===== src/design/ioc_pkg.sv =====
// shared constants and types for the i/o cycle controller
package ioc_pkg;

    // ****************************************************************
    // clock and counter widths
    // ****************************************************************
    localparam int CLK_PERIOD_NS = 20;
    localparam int CNT_W = 4;

    // ****************************************************************
    // cycle timing
    // ****************************************************************
    // chip select leads either strobe by this many clocks
    localparam int CS_SETUP_CLKS_INT = 2;
    localparam logic [CNT_W-1:0] CS_SETUP_LAST = 4'h1;
    // wait states added to the one-clock base strobe width
    localparam int WAIT_STATES = 9;
    localparam int STROBE_CLKS_INT = 1 + WAIT_STATES;
    localparam logic [CNT_W-1:0] STROBE_LAST = 4'h9;
    // peripheral read data float after the read strobe rises
    localparam int FLOAT_NS = 40;
    // peripheral read inactive-to-active recovery
    localparam int RECOVERY_NS = 123;
    localparam int RECOV_EXTRA_CLKS = 1;
    localparam int FLOAT_CLKS_INT = (FLOAT_NS + CLK_PERIOD_NS - 1) / CLK_PERIOD_NS;
    localparam int RECOV_CLKS_INT = (RECOVERY_NS + CLK_PERIOD_NS - 1) / CLK_PERIOD_NS;
    localparam int HOLDOFF_CLKS_INT =
        ((RECOV_CLKS_INT > FLOAT_CLKS_INT) ? RECOV_CLKS_INT : FLOAT_CLKS_INT)
        + RECOV_EXTRA_CLKS;
    localparam logic [CNT_W-1:0] HOLDOFF_CLKS = HOLDOFF_CLKS_INT[CNT_W-1:0];

    // ****************************************************************
    // address decode
    // ****************************************************************
    localparam int ADDR_LSB = 3;
    localparam int REGION_MSB = 31;
    localparam int REGION_LSB = 24;
    localparam logic [7:0] REGION_CODE = 8'h07;
    localparam int UART_SEL_HI = 20;
    localparam int UART_SEL_LO = 19;
    localparam logic [1:0] UART_SEL_CODE = 2'h0;
    localparam int PORT_LSB = 3;
    localparam int PORT_W = 3;
    localparam int BYTE_W = 8;

    // ****************************************************************
    // controller states
    // ****************************************************************
    typedef enum logic [2:0] {
        ST_IDLE    = 3'h0,
        ST_SETUP   = 3'h1,
        ST_RECOVER = 3'h2,
        ST_STROBE  = 3'h3,
        ST_READY   = 3'h4
    } ioc_state_t;

endpackage


===== src/design/ioc_rec_if.sv =====
// recovery handshake between the cycle sequencer and the hold-off timer
`timescale 1ns/1ps
`default_nettype none
interface ioc_rec_if;
    logic start;
    logic busy;
    modport ctrl (output start, input busy);
    modport timer (input start, output busy);
endinterface
`default_nettype wire


===== src/design/ioc_cycle_ctl.sv =====
// i/o cycle controller: local-bus cycles to slow peripheral strobes
//
// Summary of operation
// - write strobe follows chip select by two clocks
// - write data latched, processor held until the write strobe rises
// - write strobe held long enough for data setup
// - peripheral takes write data on strobe rise
// - write data latched past strobe rise for hold
// - read strobe low one clock plus wait states
// - chip select and address latched past strobe
// - hold off next cycle until read data floats
// - uart ports in region, low byte lane
// - uart select from a20, a19 and region select
// - one extra clock for read recovery
// - region select with late strobe starts cycle
// - read strobe only when recovery is inactive
// - ready driven only while serving this cycle
`timescale 1ns/1ps
`default_nettype none
module ioc_cycle_ctl (
    input wire logic clk,
    input wire logic reset,
    input wire logic addr_strobe_n,
    input wire logic late_addr_strobe_n,
    input wire logic [31:3] cpu_addr,
    input wire logic cpu_write,
    input wire logic [7:0] cpu_data_in,
    output logic [7:0] cpu_data_out,
    output logic cpu_data_oe,
    output logic ready_n_out,
    output logic ready_oe,
    output logic uart_chip_sel,
    output logic [2:0] periph_addr,
    output logic periph_read_n,
    output logic periph_write_n,
    input wire logic [7:0] periph_data_in,
    output logic [7:0] periph_data_out,
    output logic periph_data_oe
);

    // ****************************************************************
    // decode
    // ****************************************************************
    // region hit: the peripheral space select
    function automatic logic region_hit(input logic [31:3] a);
        return a[ioc_pkg::REGION_MSB:ioc_pkg::REGION_LSB] == ioc_pkg::REGION_CODE;
    endfunction

    // uart hit: region select qualified by a20/a19
    function automatic logic uart_hit(input logic [31:3] a);
        return region_hit(a) &&
            (a[ioc_pkg::UART_SEL_HI:ioc_pkg::UART_SEL_LO] == ioc_pkg::UART_SEL_CODE);
    endfunction

    ioc_pkg::ioc_state_t state_reg;
    logic [ioc_pkg::CNT_W-1:0] cnt_reg;
    logic pending_reg;
    logic wr_reg;
    logic [7:0] rd_sync1_reg;
    logic [7:0] rd_sync2_reg;
    logic periph_space_sel;
    logic start_now;
    logic go_strobe;
    logic end_strobe;

    ioc_rec_if rec ();

    ioc_recovery u_recovery (
        .clk(clk),
        .reset(reset),
        .rec(rec)
    );

    // a cycle is an announced address with the late strobe in the region
    assign periph_space_sel = region_hit(cpu_addr);
    assign start_now = pending_reg && !late_addr_strobe_n && periph_space_sel;
    // strobe may begin after the setup delay only while recovery is idle
    assign go_strobe = !rec.busy &&
        ((state_reg == ioc_pkg::ST_SETUP && cnt_reg == '0) ||
        state_reg == ioc_pkg::ST_RECOVER);
    assign end_strobe = (state_reg == ioc_pkg::ST_STROBE) && (cnt_reg == '0);

    // ****************************************************************
    // address announce tracking
    // ****************************************************************
    // remembers the address strobe until the late strobe confirms it
    always_ff @(posedge clk)
    begin
        if (reset)
            pending_reg <= 1'b0;
        else if (!addr_strobe_n)
            pending_reg <= 1'b1;
        else if (!late_addr_strobe_n)
            pending_reg <= 1'b0;
    end

    // ****************************************************************
    // sequencer
    // ****************************************************************
    // one counter serves setup and strobe width; they never overlap
    always_ff @(posedge clk)
    begin
        if (reset)
        begin
            state_reg <= ioc_pkg::ST_IDLE;
            cnt_reg <= '0;
        end
        else
        begin
            case (state_reg)
                ioc_pkg::ST_IDLE:
                begin
                    if (start_now && state_reg == ioc_pkg::ST_IDLE)
                    begin
                        state_reg <= ioc_pkg::ST_SETUP;
                        cnt_reg <= ioc_pkg::CS_SETUP_LAST;
                    end
                end
                ioc_pkg::ST_SETUP:
                begin
                    if (cnt_reg != '0)
                        cnt_reg <= cnt_reg - 4'h1;
                    else if (go_strobe)
                    begin
                        state_reg <= ioc_pkg::ST_STROBE;
                        cnt_reg <= ioc_pkg::STROBE_LAST;
                    end
                    else
                        state_reg <= ioc_pkg::ST_RECOVER;
                end
                ioc_pkg::ST_RECOVER:
                begin
                    if (go_strobe)
                    begin
                        state_reg <= ioc_pkg::ST_STROBE;
                        cnt_reg <= ioc_pkg::STROBE_LAST;
                    end
                end
                ioc_pkg::ST_STROBE:
                begin
                    if (cnt_reg != '0)
                        cnt_reg <= cnt_reg - 4'h1;
                    else
                        state_reg <= ioc_pkg::ST_READY;
                end
                ioc_pkg::ST_READY:
                    state_reg <= ioc_pkg::ST_IDLE;
                default:
                    state_reg <= ioc_pkg::ST_IDLE;
            endcase
        end
    end

    // ****************************************************************
    // latched select and address
    // ****************************************************************
    // latched so both outlast the strobe; select drops after ready
    always_ff @(posedge clk)
    begin
        if (reset)
        begin
            uart_chip_sel <= 1'b0;
            periph_addr <= '0;
            wr_reg <= 1'b0;
        end
        else if (state_reg == ioc_pkg::ST_IDLE && start_now)
        begin
            uart_chip_sel <= uart_hit(cpu_addr);
            periph_addr <= cpu_addr[ioc_pkg::PORT_LSB+ioc_pkg::PORT_W-1:ioc_pkg::PORT_LSB];
            wr_reg <= cpu_write;
        end
        else if (state_reg == ioc_pkg::ST_READY)
            uart_chip_sel <= 1'b0;
    end

    // ****************************************************************
    // command strobes
    // ****************************************************************
    // strobes rise together with ready so the select still holds
    always_ff @(posedge clk)
    begin
        if (reset)
        begin
            periph_read_n <= 1'b1;
            periph_write_n <= 1'b1;
        end
        else if (go_strobe)
        begin
            periph_read_n <= wr_reg;
            periph_write_n <= !wr_reg;
        end
        else if (end_strobe)
        begin
            periph_read_n <= 1'b1;
            periph_write_n <= 1'b1;
        end
    end

    // ****************************************************************
    // write data path
    // ****************************************************************
    // data taken in the second final address state, held to the end
    always_ff @(posedge clk)
    begin
        if (reset)
        begin
            periph_data_out <= '0;
            periph_data_oe <= 1'b0;
        end
        else if (state_reg == ioc_pkg::ST_SETUP && cnt_reg == ioc_pkg::CS_SETUP_LAST)
        begin
            if (wr_reg)
                periph_data_out <= cpu_data_in;
            periph_data_oe <= wr_reg;
        end
        else if (state_reg == ioc_pkg::ST_READY)
            periph_data_oe <= 1'b0;
    end

    // ****************************************************************
    // read data path
    // ****************************************************************
    // the uart answers without our clock, so its byte is synchronised
    always_ff @(posedge clk)
    begin
        if (reset)
        begin
            rd_sync1_reg <= '0;
            rd_sync2_reg <= '0;
        end
        else
        begin
            rd_sync1_reg <= periph_data_in;
            rd_sync2_reg <= rd_sync1_reg;
        end
    end

    // read byte goes out on the lowest lane during the ready clock
    always_ff @(posedge clk)
    begin
        if (reset)
        begin
            cpu_data_out <= '0;
            cpu_data_oe <= 1'b0;
        end
        else
        begin
            if (end_strobe && !wr_reg)
                cpu_data_out <= rd_sync2_reg;
            cpu_data_oe <= end_strobe && !wr_reg;
        end
    end

    // ****************************************************************
    // ready and recovery start
    // ****************************************************************
    // ready on the same edge the strobe rises: latching plus late ready is safe
    always_ff @(posedge clk)
    begin
        if (reset)
        begin
            ready_n_out <= 1'b1;
            ready_oe <= 1'b0;
            rec.start <= 1'b0;
        end
        else
        begin
            ready_n_out <= !end_strobe;
            ready_oe <= end_strobe;
            rec.start <= end_strobe && !wr_reg;
        end
    end
endmodule
`default_nettype wire


===== src/design/ioc_recovery.sv =====
// hold-off timer that blocks new strobes while read data floats
`timescale 1ns/1ps
`default_nettype none
module ioc_recovery (
    input wire logic clk,
    input wire logic reset,
    ioc_rec_if.timer rec
);

    // ****************************************************************
    // hold-off counter
    // ****************************************************************
    logic [ioc_pkg::CNT_W-1:0] cnt_reg;

    // busy comes from a flop so the sequencer sees a clean level
    always_ff @(posedge clk)
    begin
        if (reset)
        begin
            cnt_reg <= '0;
            rec.busy <= 1'b0;
        end
        else if (rec.start)
        begin
            cnt_reg <= ioc_pkg::HOLDOFF_CLKS;
            rec.busy <= 1'b1;
        end
        else if (cnt_reg > 4'h1)
        begin
            cnt_reg <= cnt_reg - 4'h1;
        end
        else
        begin
            cnt_reg <= '0;
            rec.busy <= 1'b0;
        end
    end
endmodule
`default_nettype wire


===== config.mk =====
export PLATFORM = sky130hd
export DESIGN_NAME = ioc_cycle_ctl
export DESIGN_NICKNAME = d
export VERILOG_FILES = /design/src/design/ioc_pkg.sv /design/src/design/ioc_rec_if.sv /design/src/design/ioc_cycle_ctl.sv /design/src/design/ioc_recovery.sv
export SDC_FILE = /design/constraint.sdc
export NUM_CORES = 1
export LEC_CHECK = 0
export BUFFER_PORTS_ARGS = -buffer_cell sky130_fd_sc_hd__buf_2
export CORE_MARGIN = 2
export CORE_UTILIZATION = 45
export DETAILED_ROUTE_END_ITERATION = 10
export PLACE_DENSITY_LB_ADDON = 0.2
export RECOVER_POWER = 50
export SKIP_CTS_REPAIR_TIMING = 1
export SLEW_MARGIN = 20
export SYNTH_ARGS = -nofsm -noshare
export SYNTH_HDL_FRONTEND = slang
export SYNTH_SLANG_ARGS = --single-unit

===== constraint.sdc =====
create_clock -name clk -period 1.6 [get_ports clk]
set_input_delay 0.08 -clock clk [delete_from_list [all_inputs] [get_ports clk]]
set_output_delay 0.08 -clock clk [all_outputs]
set_load 0.005 [all_outputs]

==> implementation parameters, run 1 <==
Parameter                              Value

Outcome
  Status ... finished with violations
  Violated checks ... hold timing

STA
  Portion of the clock cycle consumed by the worst path in the final layout ... 0.967
  Total setup violations reported at the end of the flow ... 0
  Worst-Margin Slew ... 418 ps
  Total negative setup slack ... 0 ps
  Worst slew margin ... 0.718
  Setup repair after global routing missed its margin ... yes
  Number of hold violations in the final report ... 1
  FMAX ... 646 MHz
  Worst setup skew after layout ... 6.54 ps
  Max Slew Vio Count ... 0
  Tightest hold margin ... -22.8 ps
  Final Critical Period ... 1550 ps

Placement
  Detailed-placement wirelength estimate ... 3.22 mm
  Placement Cell Area ... 0.00274 mm²
  Count of input and output buffers ... 59
  Final Wtd Congestion ... 0.860

Finish
  Area growth, synth to finish ... 32.7%
  Antenna fix cells ... 0
  Fin util ... 0.624
  Number of nets in the layout ... 369
  Layout filler cell count ... 417
  Post-route cell area ... 0.00299 mm²
  Share of post-route cells with drive strength above 1 ... 0.324

Global routing
  Pin count of the biggest net entering global routing ... 21
  Vias in the first global route ... 1524
  First-pass GRT wire length ... 6.69 mm
  Total gr overflow ... 0
  Total track usage ... 0.158
  Antenna violations before repair ... 0

Yosys
  Number of synthesized flops with an enable pin ... 0
  Synthesized flop and latch total ... 56
  Sequential element share of the synthesized area ... 0.498
  Mean Syn Cell Area ... 9.83 µm²
  Prevailing post-synth register cell ... dfxtp_1
  Proportion of register bits with asynchronous set or reset after synthesis ... 0
  Number of distinct library cells after synthesis ... 40
  Summed instance area of the synthesized netlist ... 0.00225 mm²
  Gate count after technology mapping ... 229
  Net count after synthesis ... 284
  Warnings, synthesis ... 0

Power
  P_sw ... 0.798 mW
  Cell area power density ... 961 mW/mm²
  Share of total power in combinational logic ... 0.196
  Part of the power in registers ... 0.534
  Switching power share of the total ... 0.278
  PnR Total Power ... 2.87 mW
  Static leakage ... 1.36 nW
  IR drop worst, VDD ... 0.000513 V
  Int Power ... 2.07 mW
  Clk pwr share ... 0.270

Clocking
  Clk sink count ... 56
  Clock tree from TritonCTS ... done
  Clock Path Buffers ... 2
  Number of clock buffers inserted by TritonCTS ... 5
  Clock latency reported for the late side of the worst-skew pair ... 310 ps
  Reg clk slew, reported paths ... 100 ps
  CTS Root Buffer Type ... clkbuf_8
  Total number of H-tree levels ... 2

Route
  First drt pass iteration count ... 4
  Total number of vias ... 1878
  DRC Markers ... 0
  Residual antenna-violating net count after detailed routing ... 0
  1st-iter DRT viols ... 54
  DR vias/cell ... 4.92
  Total detailed-routing wirelength ... 4.54 mm
  Drt wl/cell ... 11.9 µm

Floorplanning
  Site Rows ... 25
  Die outline width ... 74.7 µm
  Placeable core region ... 0.00479 mm²
  Initial core utilization ... 0.471
  Die Ht ... 74.7 µm
  Boundary Pins ... 76
  Die Area ... 0.00559 mm²

Worst setup path
  Maximum fanout encountered on the critical timing path ... 8
  Critical Path, Cell by Cell ... inv_2, ha_4, buf_6, nand4bb_4, nor4_4, buf_12, mux2i_2, nor2_1
  Largest incremental delay on the critical path ... 340 ps
  Source of the worst register-to-register timing path ... cnt_reg[1]
  Worst setup slack for register-to-register paths ... 50 ps
  Worst setup EP type ... flop
  Number of cells on the worst reg-to-reg path ... 8
  Terminus of the critical flop-to-flop path ... cpu_data_out[1]
  Slowest CP cell ... dfxtp_2
  Endpoint required time on the critical path ... 1810 ps
  Type of element launching the critical path ... flop
  CP Launch Point ... cnt_reg[1]
  Critical setup path kind ... reg2reg
  Arr. time, crit path ... 1750 ps

Worst hold path
  Tightest Hold Check Type ... in2reg
  Worst min-delay path endpoint ... rd_sync1_reg[1]
  Worst Min Path Start ... periph_data_in[1]
  Worst hold stages ... 2

Run
  Max-Cap Viols ... 0
## per-layer routing
metal | share of wire | global-route usage
met5 | 0 | 0
met3 | 0.048 | 0.0388
met4 | 0.013 | 0.0655
met2 | 0.45 | 0.252
met1 | 0.48 | 0.206
## area by class of cell
type	count	area (µm²)	share of cell area
clock buffer	5	68.8	0.0230
clock inverter	3	22.5	0.00754
inverter	10	40.0	0.0134
multi-input combinational	151	1080	0.360
sequential	56	1120	0.376
tap	67	83.8	0.0281
timing repair buffer	90	572	0.191
## power by group through the flow
stage / Sequential, mW / Clock [mW] / Combinational (mW)
4_1_cts: 1.53 / 0.803 / 0.524
3_3_place_gp: 1.56 / 0 / 0.508
2_1_floorplan: 1.55 / 0 / 0.371
5_1_grt: 1.54 / 0.859 / 0.627
3_5_place_dp: 1.56 / 0 / 0.520
6_report: 1.53 / 0.775 / 0.564
## worst max-delay path, delay by kind of cell, from the launching register on
| family | cells | cell delay [ps] |
|---|---|---|
| adder cells (fa/ha/maj) | 1 | 140 |
| buffers and inverters | 3 | 350 |
| flip-flops | 1 | 340 |
| multiplexers | 1 | 200 |
| AND/OR/NAND/NOR | 3 | 410 |
## stage by stage
stage | setup WS, ps | std cells | hold slack, ps
2_1_floorplan | 3.09 | 229 | 172
3_3_place_gp | 16.5 | 362 | 255
3_5_place_dp | -42.9 | 362 | 264
4_1_cts | -33.5 | 370 | -71.8
5_1_grt | -45.5 | 382 | 0.365
6_report | 52.8 | 382 | -22.8
## worst max-delay path by stage
stage                                 end  depth (start not counted)
after floorplan                cnt_reg[3]                          6
after global placement         cnt_reg[3]                          6
after detailed placement       cnt_reg[3]                          6
after CTS                      cnt_reg[3]                          6
after global routing      cpu_data_out[1]                          8
final                     cpu_data_out[1]                          8
## kinds of logic (layout without fill, tap and decap cells)
kind of cell,after synthesis,in the layout,share of synthesized area
multiplexers,21,21,0.0933
adder cells (fa/ha/maj),5,5,0.0278
AO/OA/AOI/OAI,36,36,0.108
flip-flops,56,56,0.498
buffers and inverters,22,108,0.0422
XOR/XNOR,2,2,0.00778
AND/OR/NAND/NOR,87,87,0.223
## Yosys cell counts, types with 3 or more instances
| cell type | count | area share |
|---|---|---|
| nor2b_1 | 21 | 0.058 |
| nor3_1 | 8 | 0.018 |
| a211oi_1 | 3 | 0.010 |
| nand2b_1 | 3 | 0.0083 |
| buf_2 | 4 | 0.0089 |
| a21oi_1 | 9 | 0.020 |
| nand4_1 | 3 | 0.0083 |
| dfxtp_1 | 56 | 0.50 |
| mux2i_1 | 21 | 0.093 |
| ha_1 | 5 | 0.028 |
| nand3_1 | 3 | 0.0067 |
| nand2_1 | 6 | 0.010 |
| clkbuf_1 | 7 | 0.012 |
| o21ai_0 | 9 | 0.020 |
| nor2_1 | 30 | 0.050 |
| inv_1 | 10 | 0.017 |
## cell usage in the layout (no fill, tap or decap), types with 3 or more instances in the layout
cell type / instances
dlygate4sd3_1: 11
o21ai_0: 9
mux2i_1: 20
clkbuf_8: 5
ha_1: 4
a211oi_1: 3
nor3_1: 8
nor2_1: 30
inv_1: 8
nand4_1: 3
nand3_1: 3
nor2b_1: 21
dfxtp_1: 53
buf_4: 18
buf_2: 59
nand2_1: 6
a21oi_1: 9
nand2b_1: 3
dfxtp_2: 3
No activity file was read; power rests on OpenSTA's default activity.
==> inputs of run 2 (changes only) <==
--- a/config.mk
+++ b/config.mk
@@ -12,5 +12,4 @@
 export PLACE_DENSITY_LB_ADDON = 0.2
 export RECOVER_POWER = 50
-export SKIP_CTS_REPAIR_TIMING = 1
 export SLEW_MARGIN = 20
 export SYNTH_ARGS = -nofsm -noshare
==> constraint.sdc (replaced) <==
create_clock -name clk -period 1.6 [get_ports clk]
set_input_delay 0.08 -clock clk [delete_from_list [all_inputs] [get_ports clk]]
set_output_delay 0.08 -clock clk [all_outputs]
set_load 0.01 [all_outputs]
==> run 2 against run 1 <==
Against the previous run: the flow now finishes without violations; register-to-register slack about the same; power increased by 1.0%; critical path depth decreased by 2; sequential share of layout area decreased by 0.88 points; fmax decreased by 0.54%; sequential power about the same; via count increased by 3.5%; largest cell class unchanged; highest routed layer unchanged; flip-flop and latch count unchanged; count of clock-buffer cells in the layout unchanged; first-iteration DRC count increased by 17%.
==> implementation parameters, run 2 (same netlist as run 1, synthesis figures left out) <==
Parameter                              Value

Worst setup path
  Arr. time, crit path ... 1760 ps
  Critical setup path kind ... reg2reg
  Endpoint required time on the critical path ... 1800 ps
  Worst setup EP type ... flop
  Worst setup slack for register-to-register paths ... 40 ps
  Maximum fanout encountered on the critical timing path ... 4
  Type of element launching the critical path ... flop
  Number of cells on the worst reg-to-reg path ... 6
  Terminus of the critical flop-to-flop path ... cnt_reg[1]
  Source of the worst register-to-register timing path ... cnt_reg[1]

Route
  Residual antenna-violating net count after detailed routing ... 0
  Drt wl/cell ... 12.1 µm
  Total number of vias ... 1943
  1st-iter DRT viols ... 63
  DRC Markers ... 0
  Total detailed-routing wirelength ... 4.75 mm
  DR vias/cell ... 4.97
  First drt pass iteration count ... 4

Power
  Static leakage ... 1.33 nW
  IR drop worst, VDD ... 0.000517 V
  PnR Total Power ... 2.90 mW
  Cell area power density ... 948 mW/mm²

Global routing
  First-pass GRT wire length ... 7.11 mm
  Pin count of the biggest net entering global routing ... 21
  Antenna violations before repair ... 0
  Total track usage ... 0.168
  Vias in the first global route ... 1614
  Total gr overflow ... 0

STA
  Final Critical Period ... 1560 ps
  Worst setup skew after layout ... 6.30 ps
  Worst-Margin Slew ... 432 ps
  Worst slew margin ... 0.708
  Setup repair after global routing missed its margin ... yes
  Number of hold violations in the final report ... 0
  Total setup violations reported at the end of the flow ... 0
  Max Slew Vio Count ... 0
  FMAX ... 643 MHz
  Portion of the clock cycle consumed by the worst path in the final layout ... 0.972

Floorplanning
  Die outline width ... 74.7 µm
  Die Ht ... 74.7 µm
  Die Area ... 0.00559 mm²
  Boundary Pins ... 76
  Initial core utilization ... 0.471
  Site Rows ... 25
  Placeable core region ... 0.00479 mm²

Worst hold path
  Tightest Hold Check Type ... in2reg
  Worst min-delay path endpoint ... periph_data_out[6]
  Worst Min Path Start ... cpu_data_in[6]
  Worst hold stages ... 3

Clocking
  Clock latency reported for the late side of the worst-skew pair ... 310 ps
  Total number of H-tree levels ... 2
  CTS Root Buffer Type ... clkbuf_8
  Number of clock buffers inserted by TritonCTS ... 5
  Clk sink count ... 56
  Reg clk slew, reported paths ... 100 ps
  Clock Path Buffers ... 2
  Clock tree from TritonCTS ... done

Finish
  Most common library cell in the layout ignoring fill and taps ... dfxtp_1
  Final non-filler cell total ... 391
  Layout filler cell count ... 409
  Antenna fix cells ... 0
  Area growth, synth to finish ... 35.8%
  Number of nets in the layout ... 378
  Top library cells by usage in the layout, fill and taps aside ... dfxtp_1, buf_2, nor2_1
  Total area of multi-input combinational cells ... 0.00108 mm²
  Share of post-route cells with drive strength above 1 ... 0.269
  FF/Latch Area ... 0.00112 mm²

Placement
  Final Wtd Congestion ... 0.860
  Detailed-placement wirelength estimate ... 3.22 mm
  Count of input and output buffers ... 59
  Total placed cells including tap cells ... 362

Outcome
  Status ... finished clean

Run
  Max-Cap Viols ... 0
[run 2: timing repair]
item,in CTS,in global routing
pin swaps,0,3
gates resized for setup,3,6
hold buffers,18,0
hold endpoints to repair,17,0
endpoints found under the setup margin,2,15
setup buffers,0,3
[run 2: cell type report]
cell class | count | share of cell area
inverter | 10 | 0.0131
clock inverter | 3 | 0.00736
clock buffer | 5 | 0.0225
timing repair buffer | 99 | 0.207
multi-input combinational | 151 | 0.355
tap | 67 | 0.0274
sequential | 56 | 0.368
[run 2: per-layer routing]
layer	wire length, µm	vias up	track usage
li1	-	982	-
met1	2260	904	0.214
met2	2190	50	0.277
met3	233	7	0.0402
met4	60	0	0.0655
met5	0	-	0
[run 2: per-stage QoR]
step	cell area (µm²)	hold WS (ps)	setup TNS [ps]	util	setup WS [ps]
4_1_cts	3030	0.703	0	0.634	18.5
2_1_floorplan	2270	172	0	-	3.09
5_1_grt	3060	17.7	-216	0.639	-47.9
3_5_place_dp	2740	264	-67.8	0.573	-42.9
3_3_place_gp	2740	255	0	0.573	16.5
6_report	3060	5.19	0	0.639	44.5
[run 2: worst max-delay path by stage]
stage                           from              end  depth (start not counted)
after floorplan           cnt_reg[0]       cnt_reg[3]                          6
after global placement    cnt_reg[1]       cnt_reg[3]                          6
after detailed placement  cnt_reg[1]       cnt_reg[3]                          6
after CTS                 cnt_reg[0]  cpu_data_out[3]                          8
after global routing      cnt_reg[1]  cpu_data_out[1]                          8
final                     cnt_reg[1]       cnt_reg[1]                          6
[run 2: worst max-delay path, stage by stage, from the launching register on]
cell	delay, ps
dfxtp_2	360
inv_2	50
ha_4	160
and4bb_2	240
a221oi_4	290
a311oi_1	140
a31o_2	220
[run 2: report_power, final]
part	total, mW	internal [mW]	switching [mW]
sequential	1.53	1.48	0.0561
clock	0.775	0.315	0.461
combinational	0.594	0.300	0.294
total	2.90	2.09	0.811
==> inputs of run 3 (changes only) <==
- CORE_UTILIZATION: 45 -> 39
- CTS_BUF_LIST: not set -> sky130_fd_sc_hd__clkbuf_16
==> run 3 against run 2 <==
Against the previous run: hold slack better by 3.7 ps; highest routed layer unchanged; non-clock buffer count shrank 9; global-route usage shrank 1.6 points; count of clock-buffer cells in the layout is the same; register-to-register slack about the same; first-iteration DRC count is 13% higher; critical endpoint is now cnt_reg[3]; via count is 3.7% lower; critical path depth stayed put.
==> implementation parameters, run 3 (same netlist as run 1, synthesis figures left out) <==
Parameter                              Value

Worst setup path
  CP Launch Point ... cnt_reg[0]
  Worst setup slack for register-to-register paths ... 50 ps
  Terminus of the critical flop-to-flop path ... cnt_reg[3]
  Worst setup EP type ... flop
  Largest incremental delay on the critical path ... 350 ps
  Critical Path, Cell by Cell ... inv_4, ha_4, and4bb_2, a221oi_4, o311ai_2, a32o_1
  Arr. time, crit path ... 1740 ps
  Slowest CP cell ... dfxtp_2
  Maximum fanout encountered on the critical timing path ... 4
  Source of the worst register-to-register timing path ... cnt_reg[0]
  Number of cells on the worst reg-to-reg path ... 6
  Critical setup path kind ... reg2reg
  Endpoint required time on the critical path ... 1790 ps
  Type of element launching the critical path ... flop
  Worst setup path endpoint ... cnt_reg[3]

Floorplanning
  Site Rows ... 27
  Die outline width ... 80.0 µm
  Initial core utilization ... 0.407
  Die Area ... 0.00640 mm²
  Die Ht ... 80.0 µm
  Boundary Pins ... 76
  Placeable core region ... 0.00554 mm²

STA
  Final Critical Period ... 1550 ps
  PnR worst setup slack ... 51.8 ps
  Tightest hold margin ... 8.88 ps
  Worst setup skew after layout ... 5.87 ps
  Portion of the clock cycle consumed by the worst path in the final layout ... 0.968
  Number of hold violations in the final report ... 0
  FMAX ... 646 MHz
  Setup repair after global routing missed its margin ... yes
  Total setup violations reported at the end of the flow ... 0
  Max Slew Vio Count ... 0
  Worst slew margin ... 0.733
  Worst-Margin Slew ... 398 ps

Finish
  Post-route cell area ... 0.00307 mm²
  Number of nets in the layout ... 369
  Most common library cell in the layout ignoring fill and taps ... buf_2
  Share of post-route cells with drive strength above 1 ... 0.330
  Top library cells by usage in the layout, fill and taps aside ... buf_2, dfxtp_1, nor2_1
  Area growth, synth to finish ... 36.1%
  Antenna fix cells ... 0
  Final non-filler cell total ... 387

Clocking
  Clock latency reported for the late side of the worst-skew pair ... 290 ps
  Clk sink count ... 56
  Clock tree from TritonCTS ... done
  Reg clk slew, reported paths ... 70 ps
  Clock Path Buffers ... 2
  CTS Root Buffer Type ... clkbuf_16
  Total number of H-tree levels ... 2
  Number of clock buffers inserted by TritonCTS ... 5

Outcome
  Status ... finished clean

Global routing
  Total gr overflow ... 0
  Total track usage ... 0.152
  Pin count of the biggest net entering global routing ... 22
  Antenna violations before repair ... 0
  First-pass GRT wire length ... 7.60 mm
  Vias in the first global route ... 1746

Placement
  Placement Cell Area ... 0.00275 mm²
  Count of input and output buffers ... 59
  Final Wtd Congestion ... 0.813
  Total placed cells including tap cells ... 367
  Detailed-placement wirelength estimate ... 3.37 mm
  Pre-CTS setup slack ... 12.1 ps

Power
  Cell area power density ... 1050 mW/mm²
  Static leakage ... 1.39 nW
  IR drop worst, VDD ... 0.000601 V
  PnR Total Power ... 3.21 mW

Run
  Max-Cap Viols ... 0

Route
  DRC Markers ... 0
  Total number of vias ... 1872
  Residual antenna-violating net count after detailed routing ... 0
  Total detailed-routing wirelength ... 4.48 mm
  1st-iter DRT viols ... 71
  DR vias/cell ... 4.84
  Drt wl/cell ... 11.6 µm
  First drt pass iteration count ... 4

Worst hold path
  Tightest Hold Check Type ... in2reg
-- run 3: cell count changes in the layout (fill, tap and decap cells not counted), moves of 2 or more --
cell,previous run,this run
buf_4,20,18
buf_2,41,59
clkbuf_16,0,5
clkbuf_8,5,0
clkbuf_1,18,0
dlygate4sd3_1,18,10
-- run 3: worst max-delay path: cells and delay by family (launching register included) --
kind	cells	cell delay, ps
adder cells (fa/ha/maj)	1	150
AND/OR/NAND/NOR	1	240
buffers and inverters	1	40
AO/OA/AOI/OAI	3	650
flip-flops	1	350
-- run 3: layout make-up --
class                      count  area (µm²)
clock buffer                   5         125
clock inverter                 3        28.8
fill                         524        2470
inverter                      10        40.0
multi-input combinational    151        1080
sequential                    56        1120
tap                           72        90.1
timing repair buffer          90         573
-- run 3: worst min-delay path by stage --
stage / slack, ps / cells after the start / end / startpoint
6_report: 9 / 2 / rd_sync1_reg[1] / periph_data_in[1]
5_1_grt: 20 / 3 / periph_data_out[4] / cpu_data_in[4]
4_1_cts: 8 / 2 / rd_sync1_reg[1] / periph_data_in[1]
3_5_place_dp: 270 / 2 / pending_reg / addr_strobe_n
3_3_place_gp: 260 / 2 / pending_reg / addr_strobe_n
2_1_floorplan: 170 / 1 / pending_reg / addr_strobe_n
-- run 3: metrics by stage --
stage | util | setup TNS (ps)
finish | 0.553 | 0
global route | 0.553 | -209
CTS | 0.544 | 0
detailed placement | 0.496 | 0
global placement | 0.496 | 0
floorplan | - | 0
-- run 3: routing by layer --
layer,up-vias,share of wire,GRT usage
li1,971,-,-
met1,843,0.48,0.192
met2,52,0.45,0.245
met3,6,0.051,0.0407
met4,0,0.013,0.0610
met5,-,0,0
-- run 3: repair_timing --
item	CTS	global route
cloned	0	0
hold buffers	10	0
hold endpoints to repair	9	0
setup buffers	0	2
resized for setup	1	9
pin swaps	0	4
endpoints found under the setup margin	1	16
-- run 3: power by group --
group / internal (mW) / switching, mW
registers: 1.48 / 0.0532
clock network: 0.603 / 0.516
logic: 0.284 / 0.284
total: 2.36 / 0.853
